--- src/rtl/bhfc_pat_mem.v ---
/*
 * Pattern validity store: one valid bit per pattern number, with a
 * registered read port.
 * Assumes writer and reader share core_clk; contents clear on reset.
 */
`timescale 1ns/100ps

module bhfc_pat_mem #(
  parameter AW = 4
) (
  // Clock and reset
  input  wire          core_clk,
  input  wire          sys_rst,
  // Write side
  input  wire          wr_en,
  input  wire [AW-1:0] wr_addr,
  input  wire          wr_valid,
  // Read side
  input  wire [AW-1:0] rd_addr,
  output reg           rd_valid_q
);

  reg [(1<<AW)-1:0] valid_q;

  // Unwritten patterns read as invalid after reset
  always @(posedge core_clk or posedge sys_rst) begin
    if (sys_rst) begin
      valid_q    <= {(1<<AW){1'b0}};
      rd_valid_q <= 1'b0;
    end else begin
      if (wr_en) begin
        valid_q[wr_addr] <= wr_valid;
      end
      rd_valid_q <= valid_q[rd_addr];
    end
  end

endmodule

--- config.mk ---
export PLATFORM = sky130hd
export DESIGN_NAME = bhfc_pat_mem
export DESIGN_NICKNAME = d
export VERILOG_FILES = /design/src/rtl/bhfc_pat_mem.v
export SDC_FILE = /design/constraint.sdc
export NUM_CORES = 1
export LEC_CHECK = 0
export BUFFER_PORTS_ARGS = -buffer_cell sky130_fd_sc_hd__buf_2
export CORE_UTILIZATION = 24
export DETAILED_ROUTE_END_ITERATION = 12
export PLACE_DENSITY = 0.39
export SLEW_MARGIN = 20
export SYNTH_ARGS = -nofsm -noshare
export SYNTH_HDL_FRONTEND = slang
export SYNTH_SLANG_ARGS = --single-unit
--- constraint.sdc ---
create_clock -name core_clk -period 1.85 [get_ports core_clk]
set_input_delay 0.2775 -clock core_clk [delete_from_list [all_inputs] [get_ports core_clk]]
set_output_delay 0.2775 -clock core_clk [all_outputs]
set_load 0.03 [all_outputs]
== Word level (Yosys, flattened, before mapping) ==
Index checks and enable logic that the tools add are counted.
Widths: inputs -> output; s select.

* Bits in latches: 0
* Logic and storage cells: 11
* Register bits after elaboration: 17
* Input port bits: 12
* Bits in writable memories: 0
* Memories: 0
* Bits in read-only memories: 0

* Shift-type cells: 0
* Reduce and logical (&&, ||, !) cells: 1
* Equal/unequal tests: 0
* Bitwise logic cells: 0
* $lt $le $gt $ge: 3
* Add/subtract/negate cells: 0
* Mux-type cells: 5
* Multiply operators: 0
* Div/mod/pow operators: 0

{| class="wikitable"
|+ Operators by type and width
! kind !! number
|-
| $bwmux 16 || 1
|-
| $lt 4x5->1 const B || 2
|-
| $bmux 1 s4 || 1
|-
| $demux 1 s4 || 1
|-
| $ge 4x1->1 const B || 1
|-
| $mux 1 || 2
|-
| $logic_and 1x1->1 || 1
|}

== Longest topological paths before layout ==
Gate-level depths: netlist (run 1).

* Depth after elaboration: 5
* Gate-level depth with buffers: 4

== Worst setup path after synthesis (run 1) ==
No wires, ideal clock.

* Path kind: input -> register
* Start: input port wr_addr[2]
* End: register valid_q[9]
* Data arrival time: 1.129 ns
* Setup slack: 0.597 ns
* Stages on the path: 4
* Cells stage by stage: buf_2 > nand3b_4 > nor3b_1 > mux2_2

* Cells in the longest elaborated chain, start to end: 5
* Elaborated cells on any way between the ends: 6

{| class="wikitable"
|+ Ends and longest elaborated chain
! item !! RTL line !! RTL
|-
| start, declared || 16 || <nowiki>input wire [AW-1:0] wr_addr,</nowiki>
|-
| $lt 4x5->1 (implied by the code) / $ge 4x1->1 (equally long branches) || 32 || <nowiki>valid_q[wr_addr] <= wr_valid;</nowiki>
|-
| $logic_and 1x1->1 (implied by the code) || 32 ||
|-
| $mux 1 (implied by the code) || 32 ||
|-
| $demux 1 s4 (*) || 32 ||
|-
| $bwmux 16 (*) || 32 ||
|-
| end signal, assigned || 28 || <nowiki>valid_q <= {(1<<AW){1'b0}};</nowiki>
|-
| end signal, assigned by index || 32 ||
|-
| end, declared || 23 || <nowiki>reg [(1<<AW)-1:0] valid_q;</nowiki>
|}

Every way passes the cells marked *; elsewhere a longest branch is shown, timed or not.
A chain may end at the register's enable or synchronous reset.

== Worst setup path after layout (run 1) ==
* Start: register valid_q[9]
* End: register rd_valid_q

* Cells in the longest elaborated chain, start to end: 2

{| class="wikitable"
|+ Ends and longest elaborated chain
! item !! RTL line !! RTL
|-
| $bmux 1 s4 || 34 || <nowiki>rd_valid_q <= valid_q[rd_addr];</nowiki>
|-
| $mux 1 (implied by the code) || 34 ||
|-
| end signal, assigned || 34 ||
|-
| end, declared || 20 || <nowiki>output reg rd_valid_q</nowiki>
|}

Every way passes these cells. The select of a mux whose other input is x is not followed.

==> impl_metrics.csv, run 1 <==
group,metric,value,unit
outcome,status,"finished, final reports clean",
global_route,grt_pass1_wl,2.987,mm
timing,maxSlewHeadroom,0.5569,
route,ant_nets,0,
die,io_pins,13,
route,drcViolationCount,0,
finish,fin_cells,128,
timing,rsz0062_at_grt,"false",
critical_path,crit_path_max_fanout,2,
finish,synthToLayoutAreaGrowth,16.44,%
die,die_area,4024,um^2
synth,yosys_warnings,0,
run,maxCapViolCount,0,
synth,yosysMostFrequentCell,"dfrtp_1",
place,dpl.cell_count,124,
place,place.gp.congestion,0.7023,
timing,setup_violations,0,
synth,synth_area_leaders,"dfrtp_1, mux2_2, mux4_1",
clock_tree,clk_transition_reported_paths,0.07,ns
die,start_util,0.2612,
die,die_w,63.44,um
die,die_h,63.44,um
place,detailedPlace.worstSlack,0.4866,ns
route,first_iter_violations,14,
route,firstDrtPassIters,4,
finish,postLayoutCoreUtil,0.3041,
synth,ys_types,16,
critical_path,reg2regPathDepth,3,
critical_path,cp.arrival,1.36,ns
synth,synth_top_flop_cell,"dfrtp_1",
synth,synthArstFlopShare,1.000,
timing,slew_violations,0,
route,totalWireLength,1.734,mm
clock_tree,cts_inserted_buffers,3,
clock_tree,cts_max_level,1,
timing,worst_slew_pin_slew,0.6639,ns
critical_path,crit_path_end_kind,"flip-flop",
clock_tree,cts_hold_buf,0,
global_route,grt.overflow.total,0,
finish,nNetsFinal,95,
critical_path,slowest_delay,0.52,ns
synth,synth_seq_area_share,0.4696,
clock_tree,clk_latency,0.25,ns
route,vias,586,
synth,synth_fp_nets,81,
global_route,gr-usage-all-layers,0.09824,
finish,drive_above_1_share,0.4024,
critical_path,slowest_stage,"mux4_1",
timing,fin_skew,0.002914,ns
critical_path,cp_common_cell,"mux2i_1",
timing,period_needed,1.225,ns
timing,tns,0,ns
pwr,p_per_area,938.0,nW/um^2
critical_path,critPathKind,"reg -> reg",
clock_tree,cts_root_buf,"clkbuf_8",
global_route,grt_pass1_vias,623,
timing,hold_violations,0,
clock_tree,post_cts_buffers,0,
critical_path,crit_chain,"mux4_1, mux2i_1, mux2i_1",
synth,synth_top_area_frac,0.4696,
synth,ys_ff_latch,17,
clock_tree,cts_tree,"yes",
place,port_buffers,12,
synth,syn_area,905.9,um^2
die,coreArea,3468,um^2
synth,synth_edf_count,0,
worst_hold_path,hp-class,"in -> async",
global_route,antenna_found_initial,0,
clock_tree,clock_path_buffers,2,
synth,yosys-top-cells-count,"dfrtp_1, mux2_2, nor2_1",
synth,syn_inst,69,
timing,timing.final.crit_share,0.6620,
clock_tree,cts_resized,0,
finish,antenna_cells,0,
pwr,peakVddDrop,0.4398,mV
critical_path,start_kind,"flip-flop",
synth,avgSynthCellArea,13.13,um^2
timing,worst_slack,0.6253,ns
die,rows,21,
critical_path,required,1.99,ns
clock_tree,cts_sinks,17,
global_route,grt_max_degree,18,
pwr,leakage,0.4606,nW
route,drt-wirelength-per-cell,13.55,um
route,routed_via_density,4.578,
synth,synth_top_area_cell,"dfrtp_1",
place,dpl.hpwl,1.274,mm
timing,max_clock_freq,816.5,MHz
==> critical path, delay by kind of cell, from the launching register on <==
family	cells	cell delay, ns
multiplexers	3	0.74
flip-flops	1	0.38
==> per-stage QoR <==
step,power (mW),instance area [um^2],hold WS [ns]
floorplan,0.6546,905.9,0.2036
global placement,0.7205,1010,0.4231
detailed placement,0.7206,1010,0.4214
CTS,1.005,1055,0.1434
global route,1.049,1055,0.1828
finish,0.9893,1055,0.1109
==> cell families (layout without fill, tap and decap cells) <==
logic type | Yosys count | count (layout) | share of synthesized area
flops | 17 | 17 | 0.4696
buf+inv | 4 | 17 | 0.01933
simple gates | 25 | 25 | 0.1630
mux | 23 | 23 | 0.3481
==> report_power, final <==
| part | internal (mW) | total (mW) | switching [mW] |
|---|---|---|---|
| clock network | 0.153 | 0.279 | 0.126 |
| logic | 0.123 | 0.207 | 0.0845 |
| registers | 0.460 | 0.503 | 0.0431 |
==> cell type report <==
class / count / area (um^2)
fillers: 360 / 2414
well taps: 46 / 57.56
inverters: 1 / 3.754
clock buffers: 4 / 45.04
multi-input cells: 48 / 462.9
repair buffers: 12 / 60.06
flip-flops and latches: 17 / 425.4
==> registers in the layout (all words and copies together), names as in the netlist <==
register    count
valid_q        16
rd_valid_q      1
==> final timing paths <==
path | startpoint | to | slack (ns)
max reg2reg | valid_q[9] | rd_valid_q | 0.63
min reg2reg | valid_q[7] | valid_q[7] | 0.50
min | sys_rst | valid_q[15] | 0.11
max | valid_q[9] | rd_valid_q | 0.63
min in group core_clk | rd_addr[2] | rd_valid_q | 0.21
max in group asynchronous | sys_rst | valid_q[9] | 1.31
==> per-layer routing <==
layer | vias up | routed length, um | global-route usage
li1 | 282 | - | -
met1 | 287 | 877 | 0.1295
met2 | 15 | 760 | 0.1463
met3 | 2 | 81 | 0.03623
met4 | 0 | 16 | 0.03409
met5 | - | 0 | 0
==> cells in the final DEF (no fill, tap or decap) <==
cell type,Yosys,layout
nand3_1,2,2
mux2_2,16,16
dfrtp_1,17,17
nand3b_4,1,1
nor3b_1,2,2
nand2b_1,1,1
inv_1,1,1
mux4_1,4,4
nor3_1,4,4
nand2_1,3,3
clkbuf_8,0,3
buf_2,2,12
nor2_1,8,8
nor3b_2,1,1
nand3b_1,3,3
clkbuf_1,1,1
mux2i_1,3,3
Power figures use the tool's default switching activity.
==> inputs of run 2 (changes only) <==
--- a/config.mk
+++ b/config.mk
@@ -8,7 +8,7 @@
 export BUFFER_PORTS_ARGS = -buffer_cell sky130_fd_sc_hd__buf_2
 export CORE_UTILIZATION = 24
 export DETAILED_ROUTE_END_ITERATION = 12
-export PLACE_DENSITY = 0.39
+export PLACE_DENSITY = 0.4
 export SLEW_MARGIN = 20
 export SYNTH_ARGS = -nofsm -noshare
 export SYNTH_HDL_FRONTEND = slang
==> constraint.sdc (replaced) <==
create_clock -name core_clk -period 1.1 [get_ports core_clk]
set_input_delay 0.165 -clock core_clk [delete_from_list [all_inputs] [get_ports core_clk]]
set_output_delay 0.165 -clock core_clk [all_outputs]
set_load 0.03 [all_outputs]
==> run 2 against run 1 <==
Against the previous run:
- the run now ends with setup timing left
- clock power up 65%
- final cell count up 4.7%
- flip-flop and latch count unchanged
- register-to-register slack worse by 0.73 ns
- cell area is 4.0% higher
- worst setup slack got worse by 0.73 ns
- critical path type unchanged
==> impl_metrics.csv, run 2 (synthesis results as in run 1) <==
group,metric,value,unit
global_route,antenna_found_initial,0,
place,port_buffers,12,
finish,layout_common_cells,"dfrtp_1, mux2_2, buf_2, nor2_1, buf_4",
route,totalWireLength,1.791,mm
route,vias,596,
die,die_w,63.44,um
timing,maxSlewHeadroom,0.8117,
clock_tree,cts_max_level,1,
finish,postLayoutCoreUtil,0.3164,
critical_path,crit_path_end,"rd_valid_q",
die,die_h,63.44,um
outcome,violations,"setup timing",
die,io_pins,13,
timing,timing.final.crit_share,1.097,
clock_tree,clk_transition_reported_paths,0.07,ns
finish,synthToLayoutAreaGrowth,21.13,%
route,drcViolationCount,0,
global_route,grt.overflow.total,0,
timing,fin_skew,0.005563,ns
critical_path,start_kind,"flip-flop",
clock_tree,clock_path_buffers,2,
clock_tree,cts_tree,"yes",
critical_path,cp.arrival,1.34,ns
critical_path,crit_start,"valid_q[11]",
clock_tree,cts_sinks,17,
die,die_area,4024,um^2
finish,final_common_cell,"dfrtp_1",
timing,worst_slew_pin_slew,0.2812,ns
clock_tree,clk_latency,0.25,ns
timing,worst_slack,-0.1066,ns
critical_path,crit_path_max_fanout,2,
pwr,p_per_area,1530,nW/um^2
timing,period_needed,1.207,ns
outcome,status,"finished with violations",
global_route,grt_pass1_wl,3.008,mm
die,start_util,0.2612,
die,coreArea,3468,um^2
global_route,grt_pass1_vias,600,
clock_tree,cts_inserted_buffers,3,
finish,drive_above_1_share,0.5000,
global_route,gr-usage-all-layers,0.1020,
critical_path,reg2regPathDepth,3,
clock_tree,cts_root_buf,"clkbuf_8",
finish,antenna_cells,0,
place,place.gp.congestion,0.6840,
pwr,leakage,0.4716,nW
run,maxCapViolCount,0,
route,firstDrtPassIters,4,
route,drt-wirelength-per-cell,13.37,um
finish,largest_reg_flops,16,
timing,setup_violations,1,
pwr,peakVddDrop,0.8303,mV
place,dpl.hpwl,1.375,mm
critical_path,reg2reg_to,"rd_valid_q",
finish,nNetsFinal,101,
die,rows,21,
finish,reg.largest.list,"valid_q: 16 flops, rd_valid_q: 1 flops",
critical_path,required,1.24,ns
timing,slew_violations,0,
pwr,p_total,1.679,mW
critical_path,r2r_slack,-0.11,ns
critical_path,critPathKind,"reg -> reg",
finish,top_register,"valid_q",
route,routed_via_density,4.448,
route,ant_nets,0,
clock_tree,post_cts_buffers,0,
clock_tree,cts_resized,0,
route,first_iter_violations,13,
worst_hold_path,hp-class,"in -> reg",
timing,hold_violations,0,
global_route,grt_max_degree,18,
critical_path,crit_path_end_kind,"flip-flop",
critical_path,r2r-start,"valid_q[11]",
timing,max_clock_freq,828.8,MHz
timing,rsz0062_at_grt,"true",
-- run 2: cell count changes in the layout (fill, tap and decap cells not counted) --
cell           previous run  this run
buf_4                     0         5
mux4_1                    4         0
mux4_2                    0         4
nor3b_1                   2         0
nor3b_2                   1         3
dlygate4sd3_1             0         1
-- run 2: worst min path at each step --
| stage | from | endpoint | slack, ns | cells past startpoint |
|---|---|---|---|---|
| CTS | rd_addr[2] | rd_valid_q | 0.1 | 2 |
| floorplan | sys_rst | rd_valid_q | 0.09 | 1 |
| global route | rd_addr[2] | rd_valid_q | 0.10 | 2 |
| global placement | sys_rst | valid_q[11] | 0.19 | 3 |
| finish | rd_addr[2] | rd_valid_q | 0.1 | 2 |
| detailed placement | sys_rst | valid_q[11] | 0.19 | 3 |
-- run 2: through the flow --
stage	hold WS, ns	instance area, um^2	setup slack (ns)	instances	setup TNS (ns)
2_1_floorplan	0.09107	900.9	-0.02267	69	-0.02267
3_3_place_gp	0.1917	1042	-0.1544	129	-0.9992
3_5_place_dp	0.1893	1042	-0.1619	129	-0.9373
4_1_cts	0.09639	1097	-0.1069	134	-0.1069
5_1_grt	0.1005	1097	-0.1585	134	-0.1585
6_report	0.09943	1097	-0.1066	134	-0.1066
-- run 2: critical path, cell delays in order (launching register included) --
cell and delay [ns]:
dfrtp_1 0.37, mux4_2 0.49, mux2i_1 0.15, mux2i_1 0.08
-- run 2: area by class of cell --
| cell class | instances | area [um^2] |
|---|---|---|
| inverters | 1 | 3.754 |
| fillers | 367 | 2371 |
| flip-flops and latches | 17 | 425.4 |
| multi-input cells | 48 | 457.9 |
| clock buffers | 4 | 45.04 |
| well taps | 46 | 57.56 |
| repair buffers | 18 | 107.6 |
-- run 2: per-layer routing --
layer  track usage  vias up  share of wire
met4       0.02557        0         0.0028
met5             0        -              0
met3       0.04348        2          0.054
met1        0.1375      295           0.48
met2        0.1489       13           0.46
li1              -      286              -
-- run 2: power by group --
group	switching, mW	internal (mW)	total [mW]
combinational	0.153	0.224	0.377
clock	0.203	0.257	0.460
sequential	0.0686	0.774	0.842
-- run 2: what timing repair did --
| item | 4_1_cts | 5_1_grt |
|---|---|---|
| hold endpoints to repair | 17 | 0 |
| hold buffers | 1 | 0 |
| setup endpoints to repair | 1 | 1 |
==> inputs of run 3 (changes only) <==
--- a/config.mk
+++ b/config.mk
@@ -8,8 +8,7 @@
 export BUFFER_PORTS_ARGS = -buffer_cell sky130_fd_sc_hd__buf_2
 export CORE_UTILIZATION = 24
 export DETAILED_ROUTE_END_ITERATION = 12
-export PLACE_DENSITY = 0.4
-export SLEW_MARGIN = 20
+export PLACE_DENSITY = 0.43
 export SYNTH_ARGS = -nofsm -noshare
 export SYNTH_HDL_FRONTEND = slang
 export SYNTH_SLANG_ARGS = --single-unit
==> run 3 against run 2 <==
Against the previous run:
- the flow still finishes with violations (setup timing)
- critical endpoint unchanged
- highest routed layer unchanged
- fmax down 0.23%
- routed wire length up 5.8%
- die area unchanged
- first-iteration DRC count unchanged
- non-clock buffer count up 2
- worst setup slack worse by 0.0027 ns
- largest cell class unchanged
- critical path type unchanged
==> impl_metrics.csv, run 3 (synthesis results as in run 1) <==
group,metric,value,unit
die,io_pins,13,
clock_tree,cts_inserted_buffers,3,
pwr,p_per_area,1532,nW/um^2
finish,fin_cells,136,
run,maxCapViolCount,0,
critical_path,r2r-start,"valid_q[4]",
clock_tree,cts_root_buf,"clkbuf_8",
clock_tree,clock_path_buffers,2,
clock_tree,cts_tree,"yes",
critical_path,start_kind,"flip-flop",
die,coreArea,3468,um^2
route,routed_via_density,4.375,
timing,max_clock_freq,826.9,MHz
finish,nNetsFinal,103,
timing,tns,-0.1093,ns
finish,drive_above_1_share,0.5111,
pwr,leakage,0.4813,nW
timing,worst_slack,-0.1093,ns
route,ant_nets,0,
timing,fin_skew,0.003508,ns
finish,reg.largest.list,"valid_q: 16 flops, rd_valid_q: 1 flops",
global_route,grt.overflow.total,0,
die,die_w,63.44,um
die,die_area,4024,um^2
critical_path,crit_start,"valid_q[4]",
critical_path,required,1.23,ns
global_route,grt_max_degree,18,
critical_path,crit_path_max_fanout,2,
finish,largest_reg_flops,16,
global_route,antenna_found_initial,0,
place,place.gp.congestion,0.6935,
route,firstDrtPassIters,4,
place,port_buffers,12,
die,start_util,0.2612,
die,die_h,63.44,um
worst_hold_path,hp-class,"in -> reg",
critical_path,crit_path_end,"rd_valid_q",
critical_path,critPathKind,"reg -> reg",
finish,synthToLayoutAreaGrowth,22.79,%
critical_path,reg2regPathDepth,3,
critical_path,crit_path_end_kind,"flip-flop",
route,vias,595,
outcome,status,"finished with violations",
outcome,violations,"setup timing",
clock_tree,cts_sinks,17,
timing,hold_violations,0,
finish,layout_common_cells,"dfrtp_1, mux2_2, buf_2, nor2_1, buf_4",
route,first_iter_violations,13,
pwr,peakVddDrop,0.3459,mV
global_route,gr-usage-all-layers,0.1099,
timing,slew_violations,0,
clock_tree,cts_max_level,1,
critical_path,r2r_slack,-0.11,ns
finish,antenna_cells,0,
place,dpl.cell_count,130,
timing,worst_slew_pin_slew,0.2823,ns
critical_path,cp.arrival,1.34,ns
route,totalWireLength,1.895,mm
timing,period_needed,1.209,ns
clock_tree,clk_latency,0.25,ns
critical_path,reg2reg_to,"rd_valid_q",
finish,final_common_cell,"dfrtp_1",
finish,top_register,"valid_q",
route,drt-wirelength-per-cell,13.93,um
clock_tree,clk_transition_reported_paths,0.07,ns
clock_tree,cts_resized,0,
timing,timing.final.crit_share,1.099,
die,rows,21,
global_route,grt_pass1_wl,3.263,mm
global_route,grt_pass1_vias,630,
timing,setup_violations,1,
pwr,p_total,1.704,mW
place,dpl.hpwl,1.449,mm
timing,maxSlewHeadroom,0.8118,
route,drcViolationCount,0,
timing,rsz0062_at_grt,"true",
-- run 3: how the worst min path moves through the flow --
stage	startpoint	endpoint	slack, ns	cells past startpoint
after global placement	sys_rst	valid_q[6]	0.19	3
after global routing	rd_addr[2]	rd_valid_q	0.11	2
after detailed placement	sys_rst	valid_q[7]	0.20	3
final	rd_addr[2]	rd_valid_q	0.10	2
after CTS	rd_addr[2]	rd_valid_q	0.1	2
after floorplan	sys_rst	rd_valid_q	0.09	1
-- run 3: area by class of cell --
class / count / area (um^2)
inverter: 1 / 3.754
timing repair buffer: 20 / 122.6
tap: 46 / 57.56
fill: 366 / 2356
clock buffer: 4 / 45.04
sequential: 17 / 425.4
multi-input combinational: 48 / 457.9
-- run 3: per-stage QoR --
step                      area [um^2]  worst slack, ns  hold WS, ns    util
after floorplan                 900.9         -0.02267      0.09107       -
after global placement           1050         -0.09686       0.1947  0.3027
after detailed placement         1050          -0.1330       0.2015  0.3027
after CTS                        1105          -0.1321      0.09554  0.3185
after global routing             1112          -0.1474       0.1070  0.3207
final                            1112          -0.1093       0.1007  0.3207
-- run 3: critical path, stage by stage, from the launching register on --
cell and delay, ns:
dfrtp_1 0.40, mux4_2 0.47, mux2i_1 0.15, mux2i_1 0.09
-- run 3: what timing repair did --
action,in CTS,in global routing
endpoints found under the hold margin,17,0
setup buffers,0,1
endpoints found under the setup margin,1,1
pin swaps,0,0
cloned,0,0
hold buffers,1,0
-- run 3: metal layers --
metal  share of wire  vias up  wire length [um]  track usage
met2            0.50        7               944       0.1715
met3           0.020        2                38      0.02717
met1            0.47      298               898       0.1450
li1                -      288                 -            -
met4          0.0069        0                13      0.04261
met5               0        -                 0            0
-- run 3: power breakdown --
group / switching (mW) / internal (mW) / leakage [nW]
sequential: 0.0792 / 0.774 / 0.209
combinational: 0.152 / 0.236 / 0.250
clock: 0.206 / 0.257 / 0.0228
